### config.mk
export PLATFORM = sky130hd
export DESIGN_NAME = dric_chain
export DESIGN_NICKNAME = d
export VERILOG_FILES = /design/src/verilog/dric_pkg.sv /design/src/verilog/dric_chain.sv /design/src/verilog/dric_sync.sv
export SDC_FILE = /design/constraint.sdc
export NUM_CORES = 1
export LEC_CHECK = 0
export BUFFER_PORTS_ARGS = -buffer_cell sky130_fd_sc_hd__buf_2
export CAP_MARGIN = 20
export CORE_UTILIZATION = 45
export CTS_CLUSTER_DIAMETER = 120
export DETAILED_ROUTE_END_ITERATION = 8
export MAX_ROUTING_LAYER = met4
export PLACE_DENSITY = 0.69
export SYNTH_ARGS = -nofsm -noshare
export SYNTH_HDL_FRONTEND = slang
export SYNTH_SLANG_ARGS = --single-unit
### constraint.sdc
create_clock -name mclk_i -period 3.1 [get_ports mclk_i]
set_clock_uncertainty 0.2 [all_clocks]
set_input_delay 0 -clock mclk_i [delete_from_list [all_inputs] [get_ports mclk_i]]
set_output_delay 0 -clock mclk_i [all_outputs]
set_load 0.005 [all_outputs]
### src/verilog/dric_pkg.sv
/*
 * Package for the reset and interrupt chain block: reset values, widths, register
 * addresses, config bit positions and the daisy-chain acknowledge states.
 * Assumes a single 250 MHz clock domain and an active-high asynchronous reset.
 */
`default_nettype none
package dric_pkg;
   localparam int unsigned CLK_PERIOD_NS   = 4;
   localparam int unsigned DATA_W          = 8;
   localparam int unsigned ADDR_W          = 4;
   localparam logic [7:0]  VECTOR_RESET    = 8'h0f;
   localparam logic [7:0]  CLEAR_RESET     = 8'h00;
   localparam logic [7:0]  GPO_RESET       = 8'hff;
   // Register addresses on the four-bit address port
   localparam logic [3:0]  ADDR_STATUS     = 4'h1;
   localparam logic [3:0]  ADDR_INT_STAT_MASK = 4'h5;
   localparam logic [3:0]  ADDR_VECTOR     = 4'hc;
   localparam logic [3:0]  ADDR_PORT_CFG   = 4'hd;
   localparam logic [3:0]  ADDR_OP_SET     = 4'he;
   localparam logic [3:0]  ADDR_OP_CLR     = 4'hf;
   localparam logic [3:0]  ADDR_EOI        = 4'ha;
   // Output port configuration bit positions selecting alternate input roles
   localparam int unsigned CFG_TIMER_EXT   = 0;
   localparam int unsigned CFG_RXB_EXT     = 1;
   localparam int unsigned CFG_TXB_EXT     = 2;
   localparam int unsigned CFG_RXA_EXT     = 3;
   typedef enum logic [2:0] {
      DRIC_IDLE = 3'b001,
      DRIC_ACK  = 3'b010,
      DRIC_SERV = 3'b100
   } dric_chain_t;
endpackage : dric_pkg
`default_nettype wire

### src/verilog/dric_chain.sv
/*
 * Master reset, CPU bus gating, alternate input-pin roles and the daisy-chain
 * interrupt acknowledge logic of a dual serial controller.
 * Assumes a synchronous strobe-style CPU port (cs_n, rd_n, wr_n low active) and
 * that the serial channels and timer sit outside, steered by the outputs here.
 */
// Functional notes
// - Reset clears status, int status, mask, output port, config; vector becomes 0F.
// - Reset halts the counter/timer and drives all eight general outputs high.
// - Reset idles both channels with serial outputs held high.
// - Data bus floats while chip select high; transfers only with it low.
// - In chain mode the acknowledge cycle drives the bus regardless of chip select.
// - Input 2 is general input or, if configured, the timer external clock.
// - Outside chain mode input 6 is general input or channel B receive clock.
// - Outside chain mode input 5 is general input or channel B transmit clock.
// - Outside chain mode input 4 is general input or channel A receive clock.
// - Chain enable output sits high except for chain-input or own-request cases.
// - In chain mode chain input low forces chain output low; it returns high with the input.
// - After own request, chain output stays low until the end-of-interrupt command.
// - In chain mode requests reach the CPU only while chain input high; otherwise suppressed.
`default_nettype none
module dric_chain
   import dric_pkg::*;
(
   input  wire logic                        mclk_i,
   input  wire logic                        rst_i,
   input  wire logic                        chain_mode_i,
   input  wire logic                        cs_n_i,
   input  wire logic                        rd_n_i,
   input  wire logic                        wr_n_i,
   input  wire logic [dric_pkg::ADDR_W-1:0] addr_i,
   input  wire logic [dric_pkg::DATA_W-1:0] data_i,
   output logic      [dric_pkg::DATA_W-1:0] data_o,
   output logic                             data_oe_n_o,
   input  wire logic [7:0]                  chan_status_i,
   input  wire logic [7:0]                  int_event_i,
   input  wire logic                        general_input_2_i,
   input  wire logic                        general_input_4_i,
   input  wire logic                        general_input_5_i,
   input  wire logic                        general_input_6_i,
   input  wire logic                        int_acknowledge_n_i,
   input  wire logic                        chain_enable_in_i,
   output logic                             chain_enable_out_o,
   output logic                             int_request_n_o,
   output logic [7:0]                       general_outputs_o,
   output logic                             timer_run_o,
   output logic                             timer_ext_clock_o,
   output logic                             chan_b_rx_ext_clock_o,
   output logic                             chan_b_tx_ext_clock_o,
   output logic                             chan_a_rx_ext_clock_o,
   output logic                             chan_active_o,
   output logic                             chan_a_serial_out_o,
   output logic                             chan_b_serial_out_o
);
   import dric_pkg::*;

   // =========================================================
   // Input synchronisation
   // Reset release is re-timed so control state leaves reset on a clean edge.
   logic [2:0] sync_q;
   logic       rst_sync;
   logic       ack_n_s;
   logic       ien_s;
   dric_sync #(.W(3), .INIT(3'b111)) u_sync (
      .mclk_i (mclk_i),
      .rst_i  (rst_i),
      .d_i    ({1'b0, int_acknowledge_n_i, chain_enable_in_i}),
      .q_o    (sync_q)
   );
   assign rst_sync = sync_q[2];
   assign ack_n_s  = sync_q[1];
   assign ien_s    = sync_q[0];

   // =========================================================
   // Registers
   logic [7:0] channel_status_reg,     channel_status_next;
   logic [7:0] interrupt_status_reg,   interrupt_status_next;
   logic [7:0] interrupt_mask_reg,     interrupt_mask_next;
   logic [7:0] output_port_reg,        output_port_next;
   logic [7:0] output_port_config_reg, output_port_config_next;
   logic [7:0] interrupt_vector_reg,   interrupt_vector_next;
   logic       wr_d_reg,               wr_d_next;
   logic       eoi;
   logic       wr_edge;

   always_comb begin
      wr_d_next               = ~wr_n_i & ~cs_n_i;
      wr_edge                 = wr_d_next & ~wr_d_reg & ~rst_sync;
      channel_status_next     = chan_status_i;
      interrupt_status_next   = interrupt_status_reg | int_event_i;
      interrupt_mask_next     = interrupt_mask_reg;
      output_port_next        = output_port_reg;
      output_port_config_next = output_port_config_reg;
      interrupt_vector_next   = interrupt_vector_reg;
      eoi                     = 1'b0;
      if (wr_edge) begin
         unique case (addr_i)
            ADDR_INT_STAT_MASK: interrupt_mask_next     = data_i;
            ADDR_VECTOR:        interrupt_vector_next   = data_i;
            ADDR_PORT_CFG:      output_port_config_next = data_i;
            ADDR_OP_SET:        output_port_next        = output_port_reg | data_i;
            ADDR_OP_CLR:        output_port_next        = output_port_reg & ~data_i;
            ADDR_STATUS:        interrupt_status_next   = (interrupt_status_reg & ~data_i) | int_event_i;
            ADDR_EOI:           eoi                     = 1'b1;
            default:            eoi                     = 1'b0;
         endcase
      end
      if (rst_sync) begin
         channel_status_next     = CLEAR_RESET;
         interrupt_status_next   = CLEAR_RESET;
         interrupt_mask_next     = CLEAR_RESET;
         output_port_next        = CLEAR_RESET;
         output_port_config_next = CLEAR_RESET;
         interrupt_vector_next   = VECTOR_RESET;
      end
   end

   always_ff @(posedge mclk_i or posedge rst_i) begin
      if (rst_i) begin
         channel_status_reg     <= CLEAR_RESET;
         interrupt_status_reg   <= CLEAR_RESET;
         interrupt_mask_reg     <= CLEAR_RESET;
         output_port_reg        <= CLEAR_RESET;
         output_port_config_reg <= CLEAR_RESET;
         interrupt_vector_reg   <= VECTOR_RESET;
         wr_d_reg               <= 1'b0;
      end else begin
         channel_status_reg     <= channel_status_next;
         interrupt_status_reg   <= interrupt_status_next;
         interrupt_mask_reg     <= interrupt_mask_next;
         output_port_reg        <= output_port_next;
         output_port_config_reg <= output_port_config_next;
         interrupt_vector_reg   <= interrupt_vector_next;
         wr_d_reg               <= wr_d_next;
      end
   end

   // =========================================================
   // Daisy chain
   // Acknowledge arms the reads that follow; each returns the vector until the end-of-interrupt command.
   dric_chain_t state_reg, state_next;
   logic        pending;
   logic        ien_out_next, irq_n_next;
   logic        ack_rd;

   always_comb begin
      pending      = |(interrupt_status_reg & interrupt_mask_reg);
      ack_rd       = chain_mode_i & ~rd_n_i;
      state_next   = state_reg;
      unique case (state_reg)
         DRIC_IDLE: if (chain_mode_i & pending & ien_s) state_next = DRIC_SERV;
         DRIC_SERV: begin
            if (!ack_n_s) state_next = DRIC_ACK;
            else if (eoi) state_next = DRIC_IDLE;
         end
         DRIC_ACK:  if (eoi) state_next = DRIC_IDLE;
         default:   state_next = DRIC_IDLE;
      endcase
      if (!chain_mode_i || rst_sync) state_next = DRIC_IDLE;
      // Request drops once nothing unmasked is pending, so a cleared source requests again only after a new event
      irq_n_next   = ~((state_next != DRIC_IDLE) & pending & ien_s & ack_n_s);
      if (!chain_mode_i) irq_n_next = ~pending;
      ien_out_next = ien_s & (state_next == DRIC_IDLE);
      if (!chain_mode_i) ien_out_next = 1'b1;
   end

   // =========================================================
   // Data bus and pin outputs
   logic [7:0] data_next;
   logic       oe_n_next;
   logic       ivec_cycle;

   always_comb begin
      ivec_cycle = ack_rd & (state_reg == DRIC_ACK);
      oe_n_next  = 1'b1;
      data_next  = 8'h00;
      if (ivec_cycle) begin
         oe_n_next = 1'b0;
         data_next = interrupt_vector_reg;
      end else if (!cs_n_i && !rd_n_i) begin
         oe_n_next = 1'b0;
         unique case (addr_i)
            ADDR_STATUS:        data_next = channel_status_reg;
            ADDR_INT_STAT_MASK: data_next = interrupt_status_reg;
            ADDR_VECTOR:        data_next = interrupt_vector_reg;
            ADDR_PORT_CFG:      data_next = output_port_config_reg;
            default:            data_next = 8'h00;
         endcase
      end
      if (rst_sync) oe_n_next = 1'b1;
   end

   always_ff @(posedge mclk_i or posedge rst_i) begin
      if (rst_i) begin
         state_reg             <= DRIC_IDLE;
         int_request_n_o       <= 1'b1;
         chain_enable_out_o    <= 1'b1;
         data_o                <= 8'h00;
         data_oe_n_o           <= 1'b1;
         general_outputs_o     <= GPO_RESET;
         timer_run_o           <= 1'b0;
         timer_ext_clock_o     <= 1'b0;
         chan_b_rx_ext_clock_o <= 1'b0;
         chan_b_tx_ext_clock_o <= 1'b0;
         chan_a_rx_ext_clock_o <= 1'b0;
         chan_active_o         <= 1'b0;
         chan_a_serial_out_o   <= 1'b1;
         chan_b_serial_out_o   <= 1'b1;
      end else begin
         state_reg             <= state_next;
         int_request_n_o       <= irq_n_next;
         chain_enable_out_o    <= ien_out_next;
         data_o                <= data_next;
         data_oe_n_o           <= oe_n_next;
         // Pins are the complement of the output port latch
         general_outputs_o     <= rst_sync ? GPO_RESET : ~output_port_next;
         timer_run_o           <= ~rst_sync;
         timer_ext_clock_o     <= output_port_config_reg[CFG_TIMER_EXT] & general_input_2_i;
         chan_b_rx_ext_clock_o <= ~chain_mode_i & output_port_config_reg[CFG_RXB_EXT]
                                  & general_input_6_i;
         chan_b_tx_ext_clock_o <= ~chain_mode_i & output_port_config_reg[CFG_TXB_EXT]
                                  & general_input_5_i;
         chan_a_rx_ext_clock_o <= ~chain_mode_i & output_port_config_reg[CFG_RXA_EXT]
                                  & general_input_4_i;
         chan_active_o         <= ~rst_sync;
         chan_a_serial_out_o   <= 1'b1;
         chan_b_serial_out_o   <= 1'b1;
      end
   end

   // =========================================================
   // Assertions
   property p_rst_values;
      @(posedge mclk_i) disable iff (rst_i) rst_sync |=> interrupt_vector_reg == VECTOR_RESET
         && interrupt_mask_reg == 8'h00 && output_port_config_reg == 8'h00;
   endproperty
   a_rst_values: assert property (p_rst_values) else $error("reset values wrong");
   property p_rst_gpo;
      @(posedge mclk_i) disable iff (rst_i) rst_sync |=> general_outputs_o == GPO_RESET && !timer_run_o;
   endproperty
   a_rst_gpo: assert property (p_rst_gpo) else $error("outputs not high in reset");
   property p_mark;
      @(posedge mclk_i) disable iff (rst_i) chan_a_serial_out_o && chan_b_serial_out_o;
   endproperty
   a_mark: assert property (p_mark) else $error("serial out not marking");
   property p_float;
      @(posedge mclk_i) disable iff (rst_i) (cs_n_i && !ivec_cycle) |=> data_oe_n_o;
   endproperty
   a_float: assert property (p_float) else $error("bus driven without select");
   property p_vec;
      @(posedge mclk_i) disable iff (rst_i) ivec_cycle && !rst_sync |=> !data_oe_n_o
         && data_o == $past(interrupt_vector_reg);
   endproperty
   a_vec: assert property (p_vec) else $error("vector not driven");
   property p_ieo_in;
      @(posedge mclk_i) disable iff (rst_i) !ien_s |=> !chain_enable_out_o;
   endproperty
   a_ieo_in: assert property (p_ieo_in) else $error("chain out high with input low");
   property p_ieo_req;
      @(posedge mclk_i) disable iff (rst_i) !int_request_n_o && chain_mode_i |-> !chain_enable_out_o;
   endproperty
   a_ieo_req: assert property (p_ieo_req) else $error("chain out high while requesting");
   property p_supp;
      @(posedge mclk_i) disable iff (rst_i) chain_mode_i && !ien_s && $past(chain_mode_i)
         |=> int_request_n_o;
   endproperty
   a_supp: assert property (p_supp) else $error("request not suppressed");
   c_ack: cover property (@(posedge mclk_i) disable iff (rst_i) ivec_cycle);
   c_req: cover property (@(posedge mclk_i) disable iff (rst_i) !int_request_n_o);
   c_eoi: cover property (@(posedge mclk_i) disable iff (rst_i) state_reg == DRIC_ACK ##1 state_reg == DRIC_IDLE);
endmodule : dric_chain
`default_nettype wire

### src/verilog/dric_sync.sv
/*
 * Two-flop synchroniser, one generate lane per bit.
 * Assumes inputs may change at any time relative to mclk_i.
 */
`default_nettype none
module dric_sync #(
   parameter int unsigned       W      = 1,
   parameter logic [W-1:0]      INIT   = '0
) (
   input  wire logic            mclk_i,
   input  wire logic            rst_i,
   input  wire logic [W-1:0]    d_i,
   output logic      [W-1:0]    q_o
);
   logic [W-1:0] meta_reg;
   logic [W-1:0] meta_next;
   logic [W-1:0] q_reg;
   logic [W-1:0] q_next;

   always_comb begin
      meta_next = d_i;
      q_next    = meta_reg;
   end

   for (genvar i = 0; i < W; i++) begin : g_lane
      always_ff @(posedge mclk_i or posedge rst_i) begin
         if (rst_i) begin
            meta_reg[i] <= INIT[i];
            q_reg[i]    <= INIT[i];
         end else begin
            meta_reg[i] <= meta_next[i];
            q_reg[i]    <= q_next[i];
         end
      end
   end

   assign q_o = q_reg;
endmodule : dric_sync
`default_nettype wire

==> results of run 1 <==
synthesized netlist by cell type (all sizes together) (2+ instances only):
cell type / number / area, sq um
o2bb2ai: 8 / 70.1
dfstp: 22 / 578
a32oi: 8 / 70.1
nor3: 3 / 25.0
o21ai: 2 / 10.0
buf: 8 / 46.3
nand3: 9 / 45.0
nand2: 15 / 56.3
dfrtp: 60 / 1500
nand3b: 3 / 22.5
or4: 2 / 15.0
a22oi: 6 / 45.0
or3: 2 / 17.5
nand4: 2 / 12.5
or3b: 2 / 17.5
nor2b: 10 / 62.6
clkbuf: 8 / 30.0
inv: 5 / 18.8
mux2i: 32 / 320
nor2: 39 / 146
conb: 2 / 7.51
and3: 6 / 37.5
a21oi: 18 / 90.1
a32o: 8 / 80.1
where the power goes:
part           switching (mW)  internal (mW)  leakage [nW]
combinational          0.0962         0.0930         0.991
sequential             0.0160           1.10          1.05
clock                   0.371          0.310        0.0891
final timing paths:
| check | to | cells past startpoint | slack, ps | from |
|---|---|---|---|---|
| setup / recovery | general_outputs_o[3] | 7 | 500 | wr_n_i |
| hold / removal | output_port_config_reg[0] | 5 | 50 | addr_i[0] |
| setup reg to reg | general_outputs_o[3] | 5 | 510 | wr_d_reg |
| hold reg to reg | u_sync.q_o[0] | 0 | 160 | u_sync.meta_reg[0] |
| max in group asynchronous | interrupt_vector_reg[1] | 6 | 1510 | rst_i |
| min in group asynchronous | chan_b_tx_ext_clock_o | 4 | 400 | rst_i |
cells by family after synthesis:
kind of cell | share of synthesized area, %
AOI/OAI and AO/OA | 11.8
other | 0.218
muxes | 9.30
buffers and inverters | 2.76
and+or+nand+nor | 15.3
DFF | 60.3
xor gates and xnor gates | 0.254
placed cells by master, fill, tap and decap left out, types with 2 or more instances in the layout:
| cell | netlist | routed |
|---|---|---|
| inv_1 | 5 | 4 |
| conb_1 | 2 | 3 |
| nand3b_1 | 3 | 3 |
| o2bb2ai_1 | 8 | 8 |
| a32oi_1 | 8 | 8 |
| dfstp_2 | 22 | 22 |
| a22oi_1 | 6 | 6 |
| a21oi_1 | 18 | 18 |
| nor2_1 | 39 | 39 |
| buf_2 | 4 | 64 |
| nand2_1 | 15 | 15 |
| nand4_1 | 2 | 2 |
| nor2b_1 | 10 | 10 |
| and3_1 | 6 | 6 |
| nor3_2 | 2 | 2 |
| clkbuf_8 | 0 | 10 |
| buf_4 | 3 | 6 |
| nand3_1 | 9 | 9 |
| mux2i_1 | 32 | 32 |
| dlygate4sd3_1 | 0 | 54 |
| o21ai_0 | 2 | 2 |
| clkinv_2 | 0 | 4 |
| or3b_2 | 2 | 2 |
| or4_1 | 2 | 2 |
| dfrtp_1 | 60 | 60 |
| a32o_1 | 8 | 8 |
metrics by stage:
step | power [mW] | utilization (%)
after floorplan | 1.20 | -
after global placement | 1.27 | 52.7
after detailed placement | 1.27 | 52.7
after CTS | 2.00 | 62.3
after global routing | 2.07 | 62.8
final | 1.98 | 62.8
worst max-delay path: stages:
cell,delay (ps)
dlygate4sd3_1,550
buf_2,150
or3_4,420
nor3_2,580
nand2_1,170
a32oi_1,230
dlygate4sd3_1,590
area by class of cell:
| cell class | count | area [sq um] | share of cell area [%] |
|---|---|---|---|
| clock buffer | 11 | 141 | 3.07 |
| clock inverter | 5 | 31.3 | 0.679 |
| inverter | 5 | 20.0 | 0.435 |
| multi-input combinational | 190 | 1270 | 27.7 |
| sequential | 82 | 2080 | 45.2 |
| tap | 99 | 124 | 2.69 |
| timing repair buffer | 125 | 933 | 20.3 |
routing by layer:
metal | global-route usage [%] | vias to the layer above
li1 | - | 1286
met1 | 28.9 | 1340
met2 | 35.0 | 73
met3 | 3.97 | 12
met4 | 9.24 | 0
met5 | - | -
what timing repair did:
action                     in CTS  in global routing
setup endpoints to repair       0                  0
hold buffers                   53                  1
hold endpoints to repair      122                  1
buffers inserted                0                  0
==> out/qor.txt, run 1 <==
status - finished clean
hold_ws - 54.8 ps
Finished Cell Area - 4600 sq um
Peak supply drop - 0.000175 V
Critical Path RT - 3200 ps
max cap viols - 0
Final Cycle Share - 83.9%
CP arrival - 2700 ps
Most used DFF post-synth - dfrtp_1
Vias - 2711
routed wire length - 7990 microns
CTS H-tree depth - 3
CTS Buffer Depth - 2
Crit Path Class - primary input to flip-flop
core region area - 7330 sq um
Highest Signal Layer - met4
cell count after placement - 446
vias in the first global route - 2578
Slew Viols, Final - 0
DRT iter0 DRCs - 130
Root Buffer - clkbuf_8
routed length on met2 - 3810 microns
die height - 89.5 microns
global-route wire length before repair - 12500 microns
CP max FO - 8
Worst slew margin - 47.8%
mapped cell area - 3450 sq um
Final TNS setup - 0 ps
largest net degree at the start of global routing - 59
non-filler cells, final - 517
row cnt - 31
share of cells above drive strength 1 - 27.8%
FMAX - 0.384 GHz
fill cell count - 601
# DRC - 0
Clk Latency, worst-skew pair - 350 ps
Leakage Power - 2.13 nW
Place WS - 971 ps
post-CTS sizing - 0
DIE WIDTH - 89.5 microns
Synth Warn # - 0
Via-to-Cell Ratio - 5.24
Clock Pin Slew Worst Setup and Hold Paths - 80 ps
Tightest Pin Transition - 777 ps
WL met1 - 3740 microns
drt first pass iters - 4
register area share after synthesis - 60.3%
unrepaired setup endpoints after global routing - false
PortBufs - 64
Synth async-reset ratio - 100%
Post-DP Area - 3860 sq um
Sink Count - 82
worst setup margin - 498 ps
Synth Area per Inst - 11.8 sq um
Routed WL per cell - 15.4 microns
grt total ovfl - 0
number of diodes - 0
Power Dens Cells - 431 nW/um^2
Die ar. - 8010 sq um
Num CTS Buffers - 9
area grow syn2layout - 33.6%
GPL Wtd Cong - 0.855
final hold viol count - 0
Unique masters post-synth - 40
CP endpoint kind - flip-flop
worst hold path type - primary input to flip-flop
GRT Total Usage - 22.4%
CTS tree - done
Final #Nets - 453
# setup viols final - 0
post-layout min period - 2600 ps
post-synthesis register bit count - 82
CP Launch Type - primary input
Post-Syn Instances - 292
Initial Utilization - 47.0%
EDFF count, synth - 0
initial antenna violation count - 0
antenna-violating nets left - 0
metal3 WL - 281 microns
dpl hpwl - 5340 microns
top-level port count - 67
Note: power is estimated with default switching activity, not from simulation.
==> run 2: changes to the inputs <==
--- a/config.mk
+++ b/config.mk
@@ -11,7 +11,7 @@
 export CTS_CLUSTER_DIAMETER = 120
 export DETAILED_ROUTE_END_ITERATION = 8
 export MAX_ROUTING_LAYER = met4
-export PLACE_DENSITY = 0.69
+export PLACE_DENSITY = 0.72
 export SYNTH_ARGS = -nofsm -noshare
 export SYNTH_HDL_FRONTEND = slang
 export SYNTH_SLANG_ARGS = --single-unit
==> constraint.sdc (replaced) <==
create_clock -name mclk_i -period 2.25 [get_ports mclk_i]
set_clock_uncertainty 0.2 [all_clocks]
set_input_delay 0 -clock mclk_i [delete_from_list [all_inputs] [get_ports mclk_i]]
set_output_delay 0 -clock mclk_i [all_outputs]
set_load 0.005 [all_outputs]
==> out/qor.txt, run 2 (synthesis results as in run 1) <==
status - finished clean (unchanged)
CP Launch Type - flip-flop (was primary input)
vias in the first global route - 2682 (was 2578)
initial antenna violation count - 0 (unchanged)
Via-to-Cell Ratio - 5.18 (was 5.24)
Slew Viols, Final - 0 (unchanged)
drt first pass iters - 5 (was 4)
Crit Path Class - flip-flop to flip-flop (was primary input to flip-flop)
Peak supply drop - 0.000337 V (was 0.000175 V)
share of cells above drive strength 1 - 29.3% (was 27.8%)
Leakage Power - 2.14 nW (was 2.13 nW)
cts hold-fix bufs - 47 (was 53)
Vias - 2666 (was 2711)
Initial Utilization - 47.0% (unchanged)
Die ar. - 8010 sq um (unchanged)
die height - 89.5 microns (unchanged)
Critical Path RT - 2320 ps (was 3200 ps)
post-CTS sizing - 0 (unchanged)
commonest non-fill, non-tap cells in the layout - buf_2 (64), dfrtp_1 (60), dlygate4sd3_1 (47) (was buf_2 (64), dfrtp_1 (60), dlygate4sd3_1 (54))
Num CTS Buffers - 9 (unchanged)
Worst slew margin - 55.3% (was 47.8%)
DRT iter0 DRCs - 178 (was 130)
Final #Nets - 451 (was 453)
final hold viol count - 0 (unchanged)
dpl hpwl - 5370 microns (was 5340 microns)
GPL Wtd Cong - 0.778 (was 0.855)
Clock Pin Slew Worst Setup and Hold Paths - 90 ps (was 80 ps)
routed wire length - 7820 microns (was 7990 microns)
Final Cycle Share - 94.6%
worst setup margin - 123 ps (was 498 ps)
DIE WIDTH - 89.5 microns (unchanged)
# setup viols final - 0 (unchanged)
leading cell type in the layout, fill and taps excluded - buf_2 (unchanged)
Final TNS setup - 0 ps (unchanged)
# DRC - 0 (unchanged)
Sink Count - 82 (unchanged)
CP endpoint kind - flip-flop (unchanged)
CTS tree - done (unchanged)
global-route wire length before repair - 12500 microns (about the same)
PortBufs - 64 (unchanged)
grt total ovfl - 0 (unchanged)
core region area - 7330 sq um (unchanged)
Finished Cell Area - 4580 sq um (was 4600 sq um)
Root Buffer - clkbuf_8 (unchanged)
antenna-violating nets left - 0 (unchanged)
CP arrival - 2190 ps (was 2700 ps)
post-CTS setup buffers - 0 (unchanged)
CTS H-tree depth - 3 (unchanged)
row cnt - 31 (unchanged)
hold_ws - 24.8 ps (was 54.8 ps)
Post-DP Area - 3920 sq um (was 3860 sq um)
Tightest Pin Transition - 670 ps (was 777 ps)
top-level port count - 67 (unchanged)
max cap viols - 0 (unchanged)
Routed WL per cell - 15.2 microns (was 15.4 microns)
unrepaired setup endpoints after global routing - false (unchanged)
number of diodes - 0 (unchanged)
CP max FO - 8 (unchanged)
largest net degree at the start of global routing - 52 (was 59)
Place WS - 147 ps (was 971 ps)
Clk Latency, worst-skew pair - 360 ps (was 350 ps)
worst hold path type - primary input to flip-flop (unchanged)
post-layout min period - 2130 ps
GRT Total Usage - 22.1% (was 22.4%)
CTS Buffer Depth - 2 (unchanged)
area grow syn2layout - 32.9% (was 33.6%)
FMAX - 0.470 GHz
Power Dens Cells - 606 nW/um^2 (was 431 nW/um^2)
PnR Total Power - 2.78 mW (was 1.98 mW)
==> run 2: cell types whose count changed in the layout (fill, tap and decap cells not counted) <==
| cell | before | now |
|---|---|---|
| inv_6 | 0 | 3 |
| clkinv_2 | 4 | 0 |
| buf_12 | 0 | 1 |
| clkinv_4 | 1 | 0 |
| inv_8 | 0 | 1 |
| clkinvlp_4 | 1 | 4 |
| dlygate4sd3_1 | 54 | 47 |
| buf_16 | 1 | 0 |
| buf_4 | 6 | 11 |
| clkbuf_8 | 10 | 9 |
| clkbuf_1 | 1 | 0 |
==> run 2: power by group <==
part           internal [mW]  total, mW  switching [mW]  leakage, nW
clock network          0.419      0.983           0.564       0.0848
logic                  0.126      0.257           0.131         1.01
registers               1.51       1.54          0.0233         1.05
==> run 2: routing by layer <==
layer | track usage, % | up-vias | routed length (microns)
li1 | - | 1280 | -
met1 | 26.7 | 1318 | 3500
met2 | 36.2 | 62 | 3950
met3 | 4.43 | 6 | 302
met4 | 8.95 | 0 | 73
met5 | - | - | 0
==> run 2: path summary, 6_finish.rpt <==
| path | startpoint | end | slack (ps) | cells past startpoint |
|---|---|---|---|---|
| max in group asynchronous | rst_i | u_sync.q_o[2] | 750 | 5 |
| hold / removal | cs_n_i | data_o[5] | 20 | 4 |
| min in group asynchronous | rst_i | chan_b_tx_ext_clock_o | 500 | 4 |
| setup reg to reg | wr_d_reg | interrupt_vector_reg[0] | 120 | 4 |
| setup / recovery | wr_d_reg | interrupt_vector_reg[0] | 120 | 4 |
| hold reg to reg | u_sync.meta_reg[2] | u_sync.q_o[2] | 160 | 0 |
==> run 2: through the flow <==
stage	util (%)	cells
final	62.5	515
after global routing	62.5	515
after CTS	62.5	515
after detailed placement	53.5	452
after global placement	53.5	452
after floorplan	-	293
==> run 2: worst max-delay path: stages, from the launching register on <==
cell	delay, ps
dfrtp_1	390
or3_4	360
or4_1	750
mux2i_1	250
nand2_1	70
==> run 2: area by class of cell <==
| cell class | count | area, sq um |
|---|---|---|
| clock inverters | 7 | 60.1 |
| inverters | 5 | 22.5 |
| fillers | 611 | 2750 |
| flip-flops and latches | 82 | 2080 |
| repair buffers | 123 | 893 |
| well taps | 99 | 124 |
| multi-input cells | 190 | 1270 |
| clock buffers | 9 | 124 |
==> run 3: changes to the inputs <==
--- a/config.mk
+++ b/config.mk
@@ -12,6 +12,7 @@
 export DETAILED_ROUTE_END_ITERATION = 8
 export MAX_ROUTING_LAYER = met4
 export PLACE_DENSITY = 0.72
+export RECOVER_POWER = 100
 export SYNTH_ARGS = -nofsm -noshare
 export SYNTH_HDL_FRONTEND = slang
 export SYNTH_SLANG_ARGS = --single-unit
==> out/qor.txt, run 3 (synthesis results as in run 1) <==
Final #Nets - 451 (unchanged)
CTS tree - done (unchanged)
DIE WIDTH - 89.5 microns (unchanged)
share of cells above drive strength 1 - 22.4% (was 29.3%)
# setup viols final - 0 (unchanged)
Finished Cell Area - 4500 sq um (was 4580 sq um)
area grow syn2layout - 30.5% (was 32.9%)
CTS Buffer Depth - 2 (unchanged)
hold path cells - 4 (unchanged)
CP max FO - 5 (was 8)
CTS H-tree depth - 3 (unchanged)
cell count after placement - 452 (unchanged)
core region area - 7330 sq um (unchanged)
Vias - 2679 (was 2666)
Critical Path RT - 2290 ps (was 2320 ps)
Clock Pin Slew Worst Setup and Hold Paths - 80 ps (was 90 ps)
Peak supply drop - 0.000338 V (was 0.000337 V)
largest net degree at the start of global routing - 52 (unchanged)
max cap viols - 0 (unchanged)
Via-to-Cell Ratio - 5.20 (was 5.18)
row cnt - 31 (unchanged)
GRT Total Usage - 22.1% (unchanged)
Post-DP Area - 3920 sq um (unchanged)
Crit Path Class - flip-flop to flip-flop (unchanged)
antenna-violating nets left - 0 (unchanged)
Initial Utilization - 47.0% (unchanged)
worst reg-to-reg path cell count - 6 (was 4)
Final TNS setup - 0 ps (unchanged)
Leakage Power - 2.04 nW (was 2.14 nW)
Tightest Pin Transition - 673 ps (was 670 ps)
top-level port count - 67 (unchanged)
Final Cycle Share - 95.0% (was 94.6%)
unrepaired setup endpoints after global routing - false (unchanged)
Worst slew margin - 55.1% (was 55.3%)
worst setup margin - 113 ps (was 123 ps)
Routed WL per cell - 15.2 microns (about the same)
post-layout min period - 2140 ps (was 2130 ps)
GPL Wtd Cong - 0.778 (unchanged)
global-route wire length before repair - 12500 microns (unchanged)
Num CTS Buffers - 9 (unchanged)
drt first pass iters - 4 (was 5)
dpl hpwl - 5370 microns (unchanged)
Slew Viols, Final - 0 (unchanged)
commonest non-fill, non-tap cells in the layout - dfrtp_1 (60), dlygate4sd3_1 (47), buf_2 (42) (was buf_2 (64), dfrtp_1 (60), dlygate4sd3_1 (47))
initial antenna violation count - 0 (unchanged)
Die ar. - 8010 sq um (unchanged)
vias in the first global route - 2682 (unchanged)
Clk Latency, worst-skew pair - 370 ps (was 360 ps)
DRT iter0 DRCs - 173 (was 178)
non-filler cells, final - 515 (unchanged)
Power Dens Cells - 615 nW/um^2 (was 606 nW/um^2)
final hold viol count - 0 (unchanged)
FMAX - 0.468 GHz (was 0.470 GHz)
CP arrival - 2180 ps (was 2190 ps)
routed wire length - 7810 microns (was 7820 microns)
post-CTS sizing - 0 (unchanged)
number of diodes - 0 (unchanged)
Sink Count - 82 (unchanged)
die height - 89.5 microns (unchanged)
Root Buffer - clkbuf_8 (unchanged)
# DRC - 0 (unchanged)
PortBufs - 64 (unchanged)
CP Launch Type - flip-flop (unchanged)
CP endpoint kind - flip-flop (unchanged)
worst hold path type - primary input to flip-flop (unchanged)
Place WS - 147 ps (unchanged)
grt total ovfl - 0 (unchanged)
status - finished clean (unchanged)
leading cell type in the layout, fill and taps excluded - dfrtp_1 (was buf_2)
==> run 3: timing repair <==
action / in CTS / in global routing
endpoints found under the hold margin: 159 / 0
setup buffers: 0 / 0
hold buffers: 47 / 0
==> run 3: critical path: stages, from the launching register on <==
cell and delay (ps):
dfrtp_1 380, nor3_1 280, clkbuf_1 270, nand3_1 120
a21oi_1 160, dlygate4sd3_1 570, nor2_1 40
==> run 3: layout make-up <==
cell class | instances | area [sq um]
Inverter | 5 | 20.0
Tap cell | 99 | 124
Fill cell | 621 | 2840
Multi-Input combinational cell | 190 | 1250
Clock inverter | 7 | 60.1
Clock buffer | 9 | 124
Sequential cell | 82 | 2080
Timing Repair Buffer | 123 | 833
==> run 3: through the flow <==
stage          hold WS (ps)  power [mW]  utilization [%]
2_1_floorplan          -196        1.66                -
3_3_place_gp           -254        1.75             53.5
3_5_place_dp           -251        1.76             53.5
4_1_cts                10.5        2.81             62.5
5_1_grt                34.1        2.88             61.3
6_report               18.1        2.77             61.3
==> run 3: path summary, 6_finish.rpt <==
check                                    from                       to  slack, ps
min reg2reg                u_sync.meta_reg[2]            u_sync.q_o[2]        160
min                                    cs_n_i                data_o[5]         20
max reg2reg                          wr_d_reg  interrupt_status_reg[4]        110
max in group asynchronous               rst_i            chan_active_o        330
min in group asynchronous               rst_i    chan_b_tx_ext_clock_o        510
max                                  wr_d_reg  interrupt_status_reg[4]        110
==> run 3: metal layers <==
| layer | wire (microns) | up-vias | global-route usage, % |
|---|---|---|---|
| met5 | 0 | - | - |
| met4 | 132 | 0 | 8.95 |
| met3 | 321 | 12 | 4.43 |
| li1 | - | 1282 | - |
| met1 | 3460 | 1309 | 26.7 |
| met2 | 3900 | 76 | 36.2 |
==> run 3: report_power, final <==
part           leakage, nW  total, mW  switching, mW  internal [mW]
sequential            1.04       1.54         0.0232           1.51
clock               0.0848      0.984          0.566          0.419
combinational        0.916      0.246          0.128          0.119
